$ cat src/wwd_pkg.sv
// Shared constants and types of the window watchdog.
package wwd_pkg;

  //////////////////////////////////////////////////////////////////////////////
  // Register map, plain byte addresses on the register port.
  localparam logic [7:0] WWD_ADDR_CONTROL = 8'h2F;
  localparam logic [7:0] WWD_ADDR_WINDOW = 8'h30;

  // Field positions.
  localparam int WWD_ACT_BIT = 7;
  localparam int WWD_TOP_BIT = 6;

  // Values after reset.
  localparam logic WWD_ACT_RESET = 1'b0;
  localparam logic [6:0] WWD_COUNT_RESET = 7'h7F;
  localparam logic [6:0] WWD_WINDOW_RESET = 7'h7F;

  // The count value from which the next decrement clears the top bit.
  localparam logic [6:0] WWD_COUNT_EXPIRE = 7'h40;

  //////////////////////////////////////////////////////////////////////////////
  // Timing, in cycles of the 125 MHz reference clock.
  localparam int WWD_CLK_PERIOD_NS = 8;
  localparam int WWD_PRESCALE_CYC = 16384;
  localparam int WWD_WAKE_SHORT_CYC = 256;
  localparam int WWD_WAKE_LONG_CYC = 4096;
  localparam int WWD_WAKE_W = 13;

  //////////////////////////////////////////////////////////////////////////////
  // Power state of the watchdog as seen from the processor halt logic.
  typedef enum logic [2:0] {
    WWD_ST_RUN,
    WWD_ST_HALT_DEC,
    WWD_ST_HALTED,
    WWD_ST_ACTIVE_HALT,
    WWD_ST_WAKE
  } wwd_state_type;

endpackage : wwd_pkg

$ cat src/wwd_timing_if.sv
// Timing signals between the watchdog core, its prescaler and wake delay.
interface wwd_timing_if;
  logic tick;
  logic delay_start;
  logic delay_long;
  logic delay_busy;

  modport prescaler (output tick);
  modport delay (input delay_start, input delay_long, output delay_busy);
  modport core (input tick, output delay_start, output delay_long,
                input delay_busy);
endinterface : wwd_timing_if

$ cat src/wwd_window_watchdog.sv
// Window watchdog: downcounter, window compare, halt handling, registers.
//
// Operation
// Software writes always carry count top bit set.
// Count decrements once per 16384 clock cycles.
// Active watchdog resets when count leaves 0x40.
// Activation bit set by software, cleared by reset.
// Resets only while activated in software mode; the halt reset option resets even when inactive.
// Hardware option makes watchdog always active.
// Control low bits read back the live count.
// Window register holds seven-bit compare value.
// Slow and wait modes keep normal counting.
// Plain halt: no reset, one decrement, freeze.
// Interrupt leaving halt resumes counting after delay.
// Reset ending halt leaves watchdog disabled.
// Halt with halt reset option resets instead.
// Active halt freezes count, interrupt resumes immediately.
// Reset ending active halt resumes after delay.
// Software reloads count before executing halt.
// Reload above window value resets the device.
// Downcounter runs even while watchdog inactive.
// Writing activation set, top bit clear resets.
// Prescaler runs freely, not cleared by reload.
//
// Strobed register access and the register offsets are this design's own decisions.
module wwd_window_watchdog
  import wwd_pkg::*;
#(
  parameter int PRESCALE = WWD_PRESCALE_CYC
) (
  input wire logic ref_clk_i,
  input wire logic reset_i,
  // Register port.
  input wire logic [7:0] addr_i,
  input wire logic [7:0] wdata_i,
  input wire logic wr_i,
  input wire logic rd_i,
  output logic [7:0] rdata_o,
  // Option byte settings.
  input wire logic hw_watchdog_option_i,
  input wire logic halt_reset_option_i,
  input wire logic wake_delay_long_i,
  // Processor power management.
  input wire logic halt_exec_i,
  input wire logic rtc_irq_enable_i,
  input wire logic osc_irq_i,
  input wire logic ext_irq_i,
  // Results.
  output logic wdg_reset_o,
  output logic halted_o,
  output logic counting_o
);

  //////////////////////////////////////////////////////////////////////////////
  // Timing helpers.

  wwd_timing_if tim ();

  wwd_prescaler #(
    .PRESCALE(PRESCALE)
  ) u_prescaler (
    .ref_clk_i(ref_clk_i),
    .reset_i(reset_i),
    .tim(tim)
  );

  wwd_wake_delay u_wake_delay (
    .ref_clk_i(ref_clk_i),
    .reset_i(reset_i),
    .tim(tim)
  );

  //////////////////////////////////////////////////////////////////////////////
  // State.

  logic activation_bit;
  logic [6:0] count;
  logic [6:0] window;
  logic reset_req;
  logic [7:0] rdata;
  wwd_state_type state;

  logic next_activation_bit;
  logic [6:0] next_count;
  logic [6:0] next_window;
  logic next_reset_req;
  logic [7:0] next_rdata;
  wwd_state_type next_state;

  //////////////////////////////////////////////////////////////////////////////
  // Decode.

  wire logic sel_control;
  wire logic sel_window;
  wire logic ctrl_wr;
  wire logic win_wr;
  wire logic watchdog_active;
  wire logic active_after_wr;
  wire logic wr_top_clear;
  wire logic wr_above_window;
  wire logic write_fault;
  wire logic run_state;
  wire logic counting;
  wire logic decrement;
  wire logic expire_fault;
  wire logic halt_plain;
  wire logic halt_active;
  wire logic halt_fault;
  wire logic [6:0] count_minus_one;
  wire logic [7:0] control_view;
  wire logic [7:0] window_view;

  assign sel_control = (addr_i == WWD_ADDR_CONTROL);
  assign sel_window = (addr_i == WWD_ADDR_WINDOW);
  assign ctrl_wr = wr_i && sel_control;
  assign win_wr = wr_i && sel_window;

  // With the hardware option the activation bit is simply ignored.
  assign watchdog_active = activation_bit || hw_watchdog_option_i;

  // A write that sets the activation bit is judged as already active.
  assign active_after_wr = watchdog_active || wdata_i[WWD_ACT_BIT];
  // Software relies on the top bit being set in every control write.
  assign wr_top_clear = !wdata_i[WWD_TOP_BIT];
  assign wr_above_window = (count > window);
  assign write_fault = ctrl_wr && active_after_wr &&
                       (wr_top_clear || wr_above_window);

  // The count is frozen while halted, after the one halt-entry decrement, and during the wake-up delay.
  assign run_state = (state == WWD_ST_RUN) && !tim.delay_busy;
  // Slow and wait modes are not inputs here: they never touch the rate.
  assign counting = run_state || (state == WWD_ST_HALT_DEC);
  assign decrement = tim.tick && counting;
  assign count_minus_one = count - 7'h01;

  // The single decrement on halt entry never raises a reset.
  assign expire_fault = tim.tick && run_state && watchdog_active &&
                        (count == WWD_COUNT_EXPIRE);

  assign halt_active = halt_exec_i && (state == WWD_ST_RUN) &&
                       rtc_irq_enable_i;
  assign halt_plain = halt_exec_i && (state == WWD_ST_RUN) &&
                      !rtc_irq_enable_i && !halt_reset_option_i;
  assign halt_fault = halt_exec_i && (state == WWD_ST_RUN) &&
                      !rtc_irq_enable_i && halt_reset_option_i;

  assign control_view = {activation_bit, count};
  assign window_view = {1'b0, window};

  assign tim.delay_long = wake_delay_long_i;
  assign tim.delay_start = (state == WWD_ST_HALT_DEC ||
                            state == WWD_ST_HALTED) && ext_irq_i;

  //////////////////////////////////////////////////////////////////////////////
  // Register file.

  always_comb begin
    next_activation_bit = activation_bit;
    next_window = window;
    next_rdata = 8'h00;
    // Writing zero to the activation bit leaves it set.
    if (ctrl_wr && wdata_i[WWD_ACT_BIT]) begin
      next_activation_bit = 1'b1;
    end
    if (win_wr) begin
      next_window = wdata_i[6:0];
    end
    if (rd_i && sel_control) begin
      next_rdata = control_view;
    end else if (rd_i && sel_window) begin
      next_rdata = window_view;
    end
  end

  //////////////////////////////////////////////////////////////////////////////
  // Downcounter. A reload beats a decrement in the same cycle.

  always_comb begin
    next_count = count;
    if (ctrl_wr) begin
      next_count = wdata_i[6:0];
    end else if (decrement) begin
      next_count = count_minus_one;
    end
  end

  //////////////////////////////////////////////////////////////////////////////
  // Halt sequencing.

  always_comb begin
    next_state = state;
    case (state)
      WWD_ST_RUN: begin
        if (halt_active) begin
          next_state = WWD_ST_ACTIVE_HALT;
        end else if (halt_plain) begin
          next_state = WWD_ST_HALT_DEC;
        end
      end
      WWD_ST_HALT_DEC: begin
        if (ext_irq_i) begin
          next_state = WWD_ST_WAKE;
        end else if (tim.tick) begin
          next_state = WWD_ST_HALTED;
        end
      end
      WWD_ST_HALTED: begin
        if (ext_irq_i) begin
          next_state = WWD_ST_WAKE;
        end
      end
      WWD_ST_ACTIVE_HALT: begin
        if (osc_irq_i || ext_irq_i) begin
          next_state = WWD_ST_RUN;
        end
      end
      WWD_ST_WAKE: begin
        next_state = WWD_ST_RUN;
      end
      default: begin
        next_state = WWD_ST_RUN;
      end
    endcase
  end

  //////////////////////////////////////////////////////////////////////////////
  // Device reset request. It stays high until the system reset returns,
  // which also clears the activation bit after any halt.

  assign next_reset_req = reset_req || write_fault || expire_fault ||
                          halt_fault;

  //////////////////////////////////////////////////////////////////////////////
  // Flip-flops. Each register has its own short process so that the reset
  // value of every field can be read at a glance.

  // Only a reset clears the activation bit; a reset that ends a halt
  // therefore always leaves the software watchdog disabled.
  always_ff @(posedge ref_clk_i) begin
    if (reset_i) begin
      activation_bit <= WWD_ACT_RESET;
    end else begin
      activation_bit <= next_activation_bit;
    end
  end

  // The count restarts from its top value after every reset.
  always_ff @(posedge ref_clk_i) begin
    if (reset_i) begin
      count <= WWD_COUNT_RESET;
    end else begin
      count <= next_count;
    end
  end

  always_ff @(posedge ref_clk_i) begin
    if (reset_i) begin
      window <= WWD_WINDOW_RESET;
    end else begin
      window <= next_window;
    end
  end

  // The request is a level; whoever drives the system reset must return
  // reset_i, otherwise the request never drops.
  always_ff @(posedge ref_clk_i) begin
    if (reset_i) begin
      reset_req <= 1'b0;
    end else begin
      reset_req <= next_reset_req;
    end
  end

  // Read data stand for one cycle only and are zero otherwise.
  always_ff @(posedge ref_clk_i) begin
    if (reset_i) begin
      rdata <= 8'h00;
    end else begin
      rdata <= next_rdata;
    end
  end

  always_ff @(posedge ref_clk_i) begin
    if (reset_i) begin
      state <= WWD_ST_RUN;
    end else begin
      state <= next_state;
    end
  end

  //////////////////////////////////////////////////////////////////////////////
  // Outputs. The wake state is not reported as halted: the processor is
  // already running again while the wake-up delay holds the count.

  assign rdata_o = rdata;
  assign wdg_reset_o = reset_req;
  assign halted_o = (state == WWD_ST_HALT_DEC) ||
                    (state == WWD_ST_HALTED) ||
                    (state == WWD_ST_ACTIVE_HALT);
  assign counting_o = counting;

endmodule // wwd_window_watchdog

$ cat src/wwd_prescaler.sv
// Free-running decrement prescaler of the window watchdog.
module wwd_prescaler
  import wwd_pkg::*;
#(
  parameter int PRESCALE = WWD_PRESCALE_CYC
) (
  input wire logic ref_clk_i,
  input wire logic reset_i,
  wwd_timing_if.prescaler tim
);

  localparam int PW = $clog2(PRESCALE);
  localparam logic [PW-1:0] LAST = PW'(PRESCALE - 1);

  logic [PW-1:0] phase;
  logic [PW-1:0] next_phase;

  // A reload does not touch the phase, so the first decrement after a
  // write lands anywhere within one prescaler period.
  assign next_phase = (phase == LAST) ? '0 : phase + PW'(1);
  assign tim.tick = (phase == LAST);

  always_ff @(posedge ref_clk_i) begin
    if (reset_i) begin
      phase <= '0;
    end else begin
      phase <= next_phase;
    end
  end

endmodule // wwd_prescaler

$ cat src/wwd_wake_delay.sv
// Delay counter that holds the watchdog frozen after a wake-up.
module wwd_wake_delay
  import wwd_pkg::*;
(
  input wire logic ref_clk_i,
  input wire logic reset_i,
  wwd_timing_if.delay tim
);

  localparam logic [WWD_WAKE_W-1:0] SHORT_LOAD =
    WWD_WAKE_W'(WWD_WAKE_SHORT_CYC);
  localparam logic [WWD_WAKE_W-1:0] LONG_LOAD =
    WWD_WAKE_W'(WWD_WAKE_LONG_CYC);

  logic [WWD_WAKE_W-1:0] remain;
  logic [WWD_WAKE_W-1:0] next_remain;
  wire logic [WWD_WAKE_W-1:0] load_value;

  assign load_value = tim.delay_long ? LONG_LOAD : SHORT_LOAD;
  assign tim.delay_busy = (remain != '0);

  always_comb begin
    next_remain = remain;
    if (tim.delay_start) begin
      next_remain = load_value;
    end else if (remain != '0) begin
      next_remain = remain - WWD_WAKE_W'(1);
    end
  end

  // Busy right from reset, so the count waits one delay after every reset.
  always_ff @(posedge ref_clk_i) begin
    if (reset_i) begin
      remain <= SHORT_LOAD;
    end else begin
      remain <= next_remain;
    end
  end

endmodule // wwd_wake_delay

$ cat config.mk
export PLATFORM = sky130hd
export DESIGN_NAME = wwd_window_watchdog
export DESIGN_NICKNAME = d
export VERILOG_FILES = /design/src/wwd_pkg.sv /design/src/wwd_timing_if.sv /design/src/wwd_window_watchdog.sv /design/src/wwd_prescaler.sv /design/src/wwd_wake_delay.sv
export SDC_FILE = /design/constraint.sdc
export NUM_CORES = 1
export LEC_CHECK = 0
export BUFFER_PORTS_ARGS = -buffer_cell sky130_fd_sc_hd__buf_4
export CAP_MARGIN = 20
export CORE_MARGIN = 5
export CORE_UTILIZATION = 40
export DETAILED_ROUTE_END_ITERATION = 16
export GPL_TIMING_DRIVEN = 0
export HOLD_SLACK_MARGIN = 0.15
export PLACE_DENSITY_LB_ADDON = 0.08
export SYNTH_ARGS = -nofsm -noshare
export SYNTH_HDL_FRONTEND = slang
export SYNTH_SLANG_ARGS = --single-unit
$ cat constraint.sdc
create_clock -name ref_clk_i -period 3.3 [get_ports ref_clk_i]
set_input_delay 0.33 -clock ref_clk_i [delete_from_list [all_inputs] [get_ports ref_clk_i]]
set_output_delay 0.33 -clock ref_clk_i [all_outputs]
set_load 0.005 [all_outputs]
Word level (Yosys, flattened, before mapping)
Index checks and enable logic that the tools add are counted.
{"block": "word_totals", "reg_bits": 54, "input_bits": 27}
{"block": "op_classes", "order_cmp": 1, "reduce_logical": 38, "muxes": 14, "eq_ne": 11, "add_sub_neg": 3}
{"op": "13-bit 2-to-1 mux", "count": 3}
{"op": "7-bit 2-to-1 mux", "count": 3}
{"op": "1-bit logical AND", "count": 18}
{"op": "3-bit 2-to-1 mux", "count": 6}
{"op": "8-bit by 6-bit equality test with 1-bit output, second input constant", "count": 2}
{"op": "14-bit by 1-bit adder with 14-bit output, second input constant", "count": 1}
{"op": "14-bit equality test, second input constant", "count": 1}
{"op": "13-bit nonzero test", "count": 1}
{"op": "13-bit by 1-bit subtractor with 13-bit output, second input constant", "count": 1}
{"op": "3-bit case mux with 4 select lines", "count": 1}
{"op": "1-bit logical OR", "count": 10}
{"op": "8-bit 2-to-1 mux", "count": 1}
{"op": "7-bit equality test, second input constant", "count": 1}
{"op": "7-bit greater-than comparator", "count": 1}
{"op": "7-bit by 1-bit subtractor with 7-bit output, second input constant", "count": 1}
{"op": "3-bit by 2-bit equality test with 1-bit output, second input constant", "count": 2}
{"op": "3-bit inequality test, second input constant", "count": 2}
{"op": "1-bit logical NOT", "count": 4}
{"op": "2-bit inequality test, second input constant", "count": 2}
{"op": "4-bit AND reduction", "count": 1}
{"op": "2-bit nonzero test", "count": 2}
{"op": "3-bit by 1-bit equality test with 1-bit output, second input constant", "count": 1}
{"op": "3-bit logical NOT", "count": 1}
{"op": "2-bit OR reduction", "count": 1}

Depth between registers and ports, before layout
Gate-level depths: netlist of the first run.
{"block": "logic_depth", "ltp_word": 8, "mapped_depth": 8, "ltp_nobuf": 7}

Modules after synthesis
A second synthesis of the first run with hierarchy kept.
{"block": "unflattened", "hier_cells": 321, "hier_area_um2": 2914.0}
{"module": "wwd_window_watchdog", "seq_area_each_um2": 540.5, "area_each_um2": 1521.5, "n_inst": 1, "cells_each": 179}
{"module": "wwd_wake_delay", "seq_area_each_um2": 260.2, "area_each_um2": 700.7, "n_inst": 1, "cells_each": 78}
{"module": "wwd_prescaler", "seq_area_each_um2": 280.3, "area_each_um2": 691.9, "n_inst": 1, "cells_each": 64}

Worst setup path before layout of the first run
No wires, ideal clock.
{"block": "synth_timing", "path_type": "reg-to-reg", "startpoint": "reg u_prescaler.phase[0]", "endpoint": "reg count[1]", "path_stages_with_launch": 8, "t_arrival_ns": 2.064, "t_required_ns": 3.230, "setup_time_ns": 0.070, "setup_slack_ns": 1.166, "synth_period_minus_slack_ns": 2.134, "cell_sequence": "dfxtp_1 -> ha_1 -> nand3_2 -> or4_4 -> buf_6 -> nor3_1 -> mux2_2 -> a21oi_1"}
{"block": "synth_between", "elab_chain_cells": 3}
{"element": "from (decl)", "line": "wwd_prescaler.sv:15", "source": "logic [PW-1:0] phase;"}
{"element": "from (signal assigned)", "line": "wwd_prescaler.sv:27", "source": "phase <= next_phase;"}
{"element": "14-bit equality test", "line": "wwd_prescaler.sv:21", "source": "assign tim.tick = (phase == LAST);"}
{"element": "1-bit logical AND", "line": "wwd_window_watchdog.sv:133", "source": "assign decrement = tim.tick && counting;"}
{"element": "2-bit nonzero test (no source line)"}
{"element": "to (signal assigned)", "line": "wwd_window_watchdog.sv:252", "source": "count <= next_count;"}
{"element": "to (decl)", "line": "wwd_window_watchdog.sv:77", "source": "logic [6:0] count;"}
No other way between the ends.
A chain may end at the register's enable or synchronous reset.

Worst setup path in the final report of the first run
{"block": "layout_timing", "startpoint": "reg u_wake_delay.remain[0]", "endpoint": "out counting_o"}
{"block": "layout_between", "elab_chain_cells": 4}
{"element": "from (decl)", "line": "wwd_wake_delay.sv:15", "source": "logic [WWD_WAKE_W-1:0] remain;"}
{"element": "from (signal assigned)", "line": "wwd_wake_delay.sv:36", "source": "remain <= next_remain;"}
{"element": "13-bit nonzero test", "line": "wwd_wake_delay.sv:20", "source": "assign tim.delay_busy = (remain != '0);"}
{"element": "1-bit logical NOT", "line": "wwd_window_watchdog.sv:130", "source": "assign run_state = (state == WWD_ST_RUN) && !tim.delay_busy;"}
{"element": "1-bit logical AND", "line": "wwd_window_watchdog.sv:130"}
{"element": "1-bit logical OR", "line": "wwd_window_watchdog.sv:132", "source": "assign counting = run_state || (state == WWD_ST_HALT_DEC);"}
{"element": "to (decl)", "line": "wwd_window_watchdog.sv:51", "source": "output logic counting_o"}
No other way between the ends.

==> impl_results.md, run 1 <==
- RSZ-0062 raised after global routing: false
- Critical path class: reg -> out
- Total GRT Usage: 14.4%
- Logic pwr share: 30.7%
- CTS tree: done
- Internal power: 0.00111 W
- Buffers on Ports: 37
- Peak VDD IR: 0.000317 V
- Initial antenna violation count: 0
- Max-Cap Viols: 0
- Initial Util: 41.0%
- WL per Instance: 13.4 µm
- Seq pwr share: 48.2%
- Clock-pin slew on the worst setup and hold paths: 0.09 ns
- Status: completed
- Mapped Area: 0.00259 mm²
- Total I/O pin count: 38
- Crit start category: flip-flop
- Worst path top cell family by delay: simple AND/OR/NAND/NOR gates
- Antenna cell count: 0
- CTS H-Tree Depth: 2
- Final wirelength: 5.71 mm
- Prevailing post-synth register cell: dfxtp_1
- Die area: 0.00818 mm²
- Commonest cells after routing, fill and taps aside: 58 x nor2_1, 54 x dfxtp_1, 37 x buf_4
- Rel. slew slack: 37.7%
- Maximum buffer depth of the clock tree: 2
- Buffer and inverter count on the worst path: 2
- Setup crit end kind: output port
- Actual slew at the worst max-slew pin: 0.928 ns
- Hold buffers post-CTS: 0
- Area grow syn2layout: 17.5%
- CP Data Arrival Time: 2.12 ns
- Synth cell types: 43
- Net Count, Synth: 342
- HPWL Detailed: 4.48 mm
- WP data required: 2.97 ns
- Antenna viol nets, final: 0
- Crit Path Max Fanout: 7
- Crit-path max cell delay: 0.50 ns
- Area of the multi-input gates: 0.00140 mm²
- Synth Warn #: 0
- Vias in the first global route: 2,122
- Post-layout nets: 386
- Die width: 90.4 µm
- Post-CTS setup repair buffer count: 0
- First-pass GRT wire length: 9.72 mm
- Final Hold Fails: 0
- Most common cell after layout, fill and taps aside: nor2_1
- Fmax: 0.409 GHz
- Gr ovfl total: 0
- Largest net degree at the start of global routing: 16
- Filler cells: 668
- Clock latency on the worst-skew pair: 0.30 ns
- Min Hold Slack: 0.255 ns
- Final slew viol count: 0
- Slowest-stage cell, CP: nor4b_1
- Die height: 90.4 µm
- Pre-Repair DR Iteration Count: 4
- Post-synthesis area per instance: 8.52 µm²
- Layout cell share with drive strength beyond 1: 15.5%
- Vias: 2,219
- Leak pwr: 1.24 nW
- #FFs+latches synth: 54
- Fin crit share: 74.1%
- Flip-flop and latch area: 0.00108 mm²
- Asr flop ratio synth: 0%
- Vias per cell: 5.22
- Switching Fraction: 33.5%
- Clock power share: 21.1%
- Placeable Area: 0.00631 mm²
- CTS Buf Count: 5
- Final min period: 2.45 ns
- Placer congestion estimate: 0.797
- Setup_tns: 0 ns
- Remaining routing DRC violations: 0
- Critical path cell sequence: inv_1 -> ha_1 -> nor4b_1 -> a31oi_1 -> nor2_1 -> buf_4
- 1st-iter DRT viols: 74
- Number of synthesized flops with an enable pin: 0
- Switch Pwr: 0.000559 W
- Clock sinks: 54
- Final Setup Violations: 0
- Resized Gates After CTS: 0
- Rows: 29
- PwrDens: 549 mW/mm²
- Clock Skews: 0.00539 ns
- CTS Root Cell: clkbuf_8
- Min-Delay Path Class: in -> reg
- Synth Instances: 304
- Post-synthesis sequential area ratio: 41.8%
-- area by class of cell --
cell class,instances,area share [%]
Sequential cell,54,35.5
Multi-Input combinational cell,224,46.1
Buffer,10,1.48
Clock buffer,5,2.26
Tap cell,77,3.17
Timing Repair Buffer,37,9.13
Inverter,16,1.97
Clock inverter,2,0.329
-- metal layers --
metal / track usage (%) / vias to the layer above / wire length [µm]
met5: 0 / - / 0
met4: 4.71 / 0 / 101
met3: 3.25 / 8 / 156
met2: 24.6 / 27 / 2780
met1: 17.8 / 1034 / 2680
li1: - / 1150 / -
-- logic make-up after synthesis --
family | count (synthesis) | synth area share, %
and+or+nand+nor | 142 | 27.6
muxes | 5 | 2.03
AOI/OAI and AO/OA | 40 | 10.4
xor gates and xnor gates | 26 | 8.80
adders and majority gates | 11 | 5.32
buffers and inverters | 26 | 4.06
DFF | 54 | 41.8
-- per-stage QoR --
stage | power (W) | util, % | cells | area (µm²) | worst slack (ns)
3_3_place_gp | 0.00133 | 46.9 | 418 | 2960 | 0.882
6_report | 0.00167 | 48.2 | 425 | 3040 | 0.854
2_1_floorplan | 0.00119 | - | 304 | 2590 | 1.17
5_1_grt | 0.00181 | 48.2 | 425 | 3040 | 0.609
4_1_cts | 0.00170 | 48.2 | 425 | 3040 | 0.804
3_5_place_dp | 0.00134 | 46.9 | 418 | 2960 | 0.894
-- final timing paths --
path / from / end / slack, ns / cells past startpoint
worst max-delay path: u_wake_delay.remain[0] / counting_o / 0.85 / 6
worst min-delay path: wdata_i[1] / window[1] / 0.26 / 3
worst max register to register: u_wake_delay.remain[0] / count[1] / 0.87 / 7
worst min register to register: u_prescaler.phase[0] / u_prescaler.phase[0] / 0.47 / 1
-- registers in the layout, indices dropped and copies added (netlist names) --
name                 count
activation_bit           1
count                    7
rdata_o                  8
state                    3
u_prescaler.phase       14
u_wake_delay.remain     13
wdg_reset_o              1
window                   7
-- worst register-to-register path, stage by stage (launching register included) --
cell     delay, ns
dfxtp_1       0.34
inv_1         0.11
ha_1          0.16
nor4b_1       0.50
a31oi_1       0.34
nor3_1        0.40
mux2_2        0.39
a21oi_1       0.13
-- power groups by stage --
| stage | sequential (W) | combinational, W | clock, W |
|---|---|---|---|
| 2_1_floorplan | 0.000801 | 0.000391 | 0 |
| 3_3_place_gp | 0.000820 | 0.000512 | 0 |
| 3_5_place_dp | 0.000820 | 0.000517 | 0 |
| 4_1_cts | 0.000805 | 0.000522 | 0.000368 |
| 5_1_grt | 0.000820 | 0.000590 | 0.000396 |
| 6_report | 0.000805 | 0.000513 | 0.000352 |
-- cell usage after synthesis, types with 4 or more instances --
| cell | n | area, µm² |
|---|---|---|
| a21oi_1 | 11 | 55.1 |
| a22oi_1 | 7 | 52.6 |
| a31oi_1 | 4 | 25.0 |
| and3_1 | 5 | 31.3 |
| clkbuf_1 | 9 | 33.8 |
| dfxtp_1 | 54 | 1080 |
| ha_1 | 11 | 138 |
| inv_1 | 16 | 60.1 |
| nand2_1 | 20 | 75.1 |
| nand3_1 | 10 | 50.1 |
| nand4_1 | 9 | 56.3 |
| nor2_1 | 58 | 218 |
| nor3_1 | 7 | 35.0 |
| nor4_1 | 11 | 68.8 |
| o211ai_1 | 7 | 52.6 |
| xnor2_1 | 18 | 158 |
| xor2_1 | 8 | 70.1 |
No activity file was read; power rests on OpenSTA's default activity.
==> inputs of run 2 (changes only) <==
==> constraint.sdc (replaced) <==
create_clock -name ref_clk_i -period 2.5 [get_ports ref_clk_i]
set_input_delay 0.25 -clock ref_clk_i [delete_from_list [all_inputs] [get_ports ref_clk_i]]
set_output_delay 0.25 -clock ref_clk_i [all_outputs]
set_load 0.005 [all_outputs]
==> run 2 against run 1 <==
  * First-iteration DRC count fell by 9.5%
  * Die area unchanged
  * Global-route usage is the same
  * Worst setup slack worse by 0.58 ns
  * Final cell count down 0.24%
  * Combinational power up 34%
  * Via count is 0.45% higher
  * Clock skew grew 0.0013 ns
  * Critical path type unchanged
==> impl_results.md, run 2 (synthesis gave the netlist of run 1 again) <==
- Status: completed (unchanged)
- Min-Delay Path Class: in -> reg (unchanged)
- Crit-path max cell delay: 0.52 ns (was 0.50 ns)
- Max FFs per register: 14 (unchanged)
- CTS Buf Count: 5 (unchanged)
- RSZ-0062 raised after global routing: false (unchanged)
- Buffers on Ports: 37 (unchanged)
- WP data required: 2.25 ns (was 2.97 ns)
- Seq pwr share: 48.1% (was 48.2%)
- Pre-Repair DR Iteration Count: 4 (unchanged)
- Post-layout nets: 385 (was 386)
- Slowest-stage cell, CP: a31oi_1 (was nor4b_1)
- HPWL Detailed: 4.48 mm (unchanged)
- Die height: 90.4 µm (unchanged)
- CTS tree: done (unchanged)
- Antenna viol nets, final: 0 (unchanged)
- Initial Util: 41.0% (unchanged)
- Switch Pwr: 0.000748 W (was 0.000559 W)
- Final wirelength: 5.76 mm (was 5.71 mm)
- Critical path cell sequence: inv_1 -> ha_1 -> nor4b_2 -> a31oi_1 -> nor2_1 -> buf_4 (was inv_1 -> ha_1 -> nor4b_1 -> a31oi_1 -> nor2_1 -> buf_4)
- Placer congestion estimate: 0.797 (unchanged)
- CP Data Arrival Time: 1.98 ns (was 2.12 ns)
- Remaining routing DRC violations: 0 (unchanged)
- Total GRT Usage: 14.4% (unchanged)
- Fin crit share: 89.1%
- Fmax: 0.449 GHz
- Clock-pin slew on the worst setup and hold paths: 0.09 ns (about the same)
- 1st-iter DRT viols: 67 (was 74)
- Setup_tns: 0 ns (unchanged)
- Vias: 2,229 (was 2,219)
- Initial antenna violation count: 0 (unchanged)
- Commonest cells after routing, fill and taps aside: 58 x nor2_1, 54 x dfxtp_1, 37 x buf_4 (unchanged)
- First-pass GRT wire length: 9.72 mm (unchanged)
- Largest net degree at the start of global routing: 16 (unchanged)
- Final Setup Violations: 0 (unchanged)
- Filler cells: 663 (was 668)
- Clock power share: 20.9% (was 21.1%)
- Critical path class: reg -> out (unchanged)
- Rows: 29 (unchanged)
- Layout cell share with drive strength beyond 1: 16.4% (was 15.5%)
- Vias per cell: 5.26 (was 5.22)
- Placeable Area: 0.00631 mm² (unchanged)
- Gr ovfl total: 0 (unchanged)
- Actual slew at the worst max-slew pin: 0.928 ns (about the same)
- CTS H-Tree Depth: 2 (unchanged)
- Logic pwr share: 30.9% (was 30.7%)
- CTS Root Cell: clkbuf_8 (unchanged)
- Area grow syn2layout: 18.0% (was 17.5%)
- Total I/O pin count: 38 (unchanged)
- Final Hold Fails: 0 (unchanged)
- Antenna cell count: 0 (unchanged)
- Crit Path Max Fanout: 7 (unchanged)
- Final min period: 2.23 ns
- Clock sinks: 54 (unchanged)
- Final slew viol count: 0 (unchanged)
- Final design utilization: 48.4% (was 48.2%)
- Rel. slew slack: 37.7% (about the same)
- Largest Register: u_prescaler.phase (unchanged)
- Die width: 90.4 µm (unchanged)
- Peak VDD IR: 0.000440 V (was 0.000317 V)
- Internal power: 0.00147 W (was 0.00111 W)
- Clock latency on the worst-skew pair: 0.30 ns (about the same)
- Vias in the first global route: 2,122 (unchanged)
- Leak pwr: 1.25 nW (was 1.24 nW)
- Setup crit end kind: output port (unchanged)
- Crit start category: flip-flop (unchanged)
- Die area: 0.00818 mm² (unchanged)
- Most common cell after layout, fill and taps aside: nor2_1 (unchanged)
- Switching Fraction: 33.7% (was 33.5%)
- Clock Skews: 0.00666 ns (was 0.00539 ns)
- Max-Cap Viols: 0 (unchanged)
- WL per Instance: 13.6 µm (was 13.4 µm)
- PwrDens: 727 mW/mm² (was 549 mW/mm²)
- Hold buffers post-CTS: 0 (unchanged)
- Maximum buffer depth of the clock tree: 2 (unchanged)
## run 2: cell types whose count changed in the layout (fill, tap and decap cells not counted), sizes merged
| cell | delta |
|---|---|
| clkbuf | -1 |
## run 2: critical path, delay by kind of cell, from the launching register on
family / cells / cell delay, ns
AOI/OAI and AO/OA: 1 / 0.52
DFF: 1 / 0.37
and+or+nand+nor: 2 / 0.31
buffers and inverters: 2 / 0.26
adders and majority gates: 1 / 0.22
## run 2: cell type report
class / count / area [µm²] / share of cell area (%)
clock buffers: 5 / 68.8 / 2.25
flip-flops and latches: 54 / 1080 / 35.4
inverters: 16 / 60.1 / 1.97
repair buffers: 37 / 278 / 9.09
plain buffers: 9 / 41.3 / 1.35
well taps: 77 / 96.3 / 3.15
multi-input cells: 224 / 1420 / 46.5
clock inverters: 2 / 10.0 / 0.328
## run 2: per-layer routing
layer  vias up  track usage, %  wire (µm)
met5         -               0          0
met4         0            4.71        118
met3        10            3.25        163
met2        33            24.6       2820
met1      1038            17.8       2660
li1       1148               -          -
## run 2: power groups by stage
stage	combinational [W]	clock (W)	sequential [W]
after floorplan	0.000516	0	0.00106
after global placement	0.000676	0	0.00108
after detailed placement	0.000682	0	0.00108
after CTS	0.000688	0.000486	0.00106
after global routing	0.000788	0.000522	0.00109
final	0.000687	0.000465	0.00107
## run 2: path summary, 6_finish.rpt
kind	slack, ns	from	cells after the start	to
hold / removal	0.18	wdata_i[1]	3	window[1]
hold reg to reg	0.47	u_prescaler.phase[0]	1	u_prescaler.phase[0]
setup / recovery	0.27	u_wake_delay.remain[0]	6	counting_o
setup reg to reg	0.28	u_prescaler.phase[0]	7	count[1]
## run 2: per-stage QoR
stage / power, W / instance area, µm² / hold WS [ns] / setup WS [ns] / instances
final: 0.00222 / 3060 / 0.177 / 0.272 / 424
after global routing: 0.00240 / 3060 / 0.180 / 0.0396 / 424
after CTS: 0.00224 / 3040 / 0.169 / 0.0459 / 425
after detailed placement: 0.00176 / 2960 / 0.456 / 0.0943 / 418
after global placement: 0.00176 / 2960 / 0.449 / 0.0820 / 418
after floorplan: 0.00157 / 2590 / 0.378 / 0.366 / 304
## run 2: what timing repair did
action	CTS	global route
buffers inserted	0	0
endpoints found under the setup margin	0	14
gates resized for setup	0	3
endpoints found under the hold margin	0	0
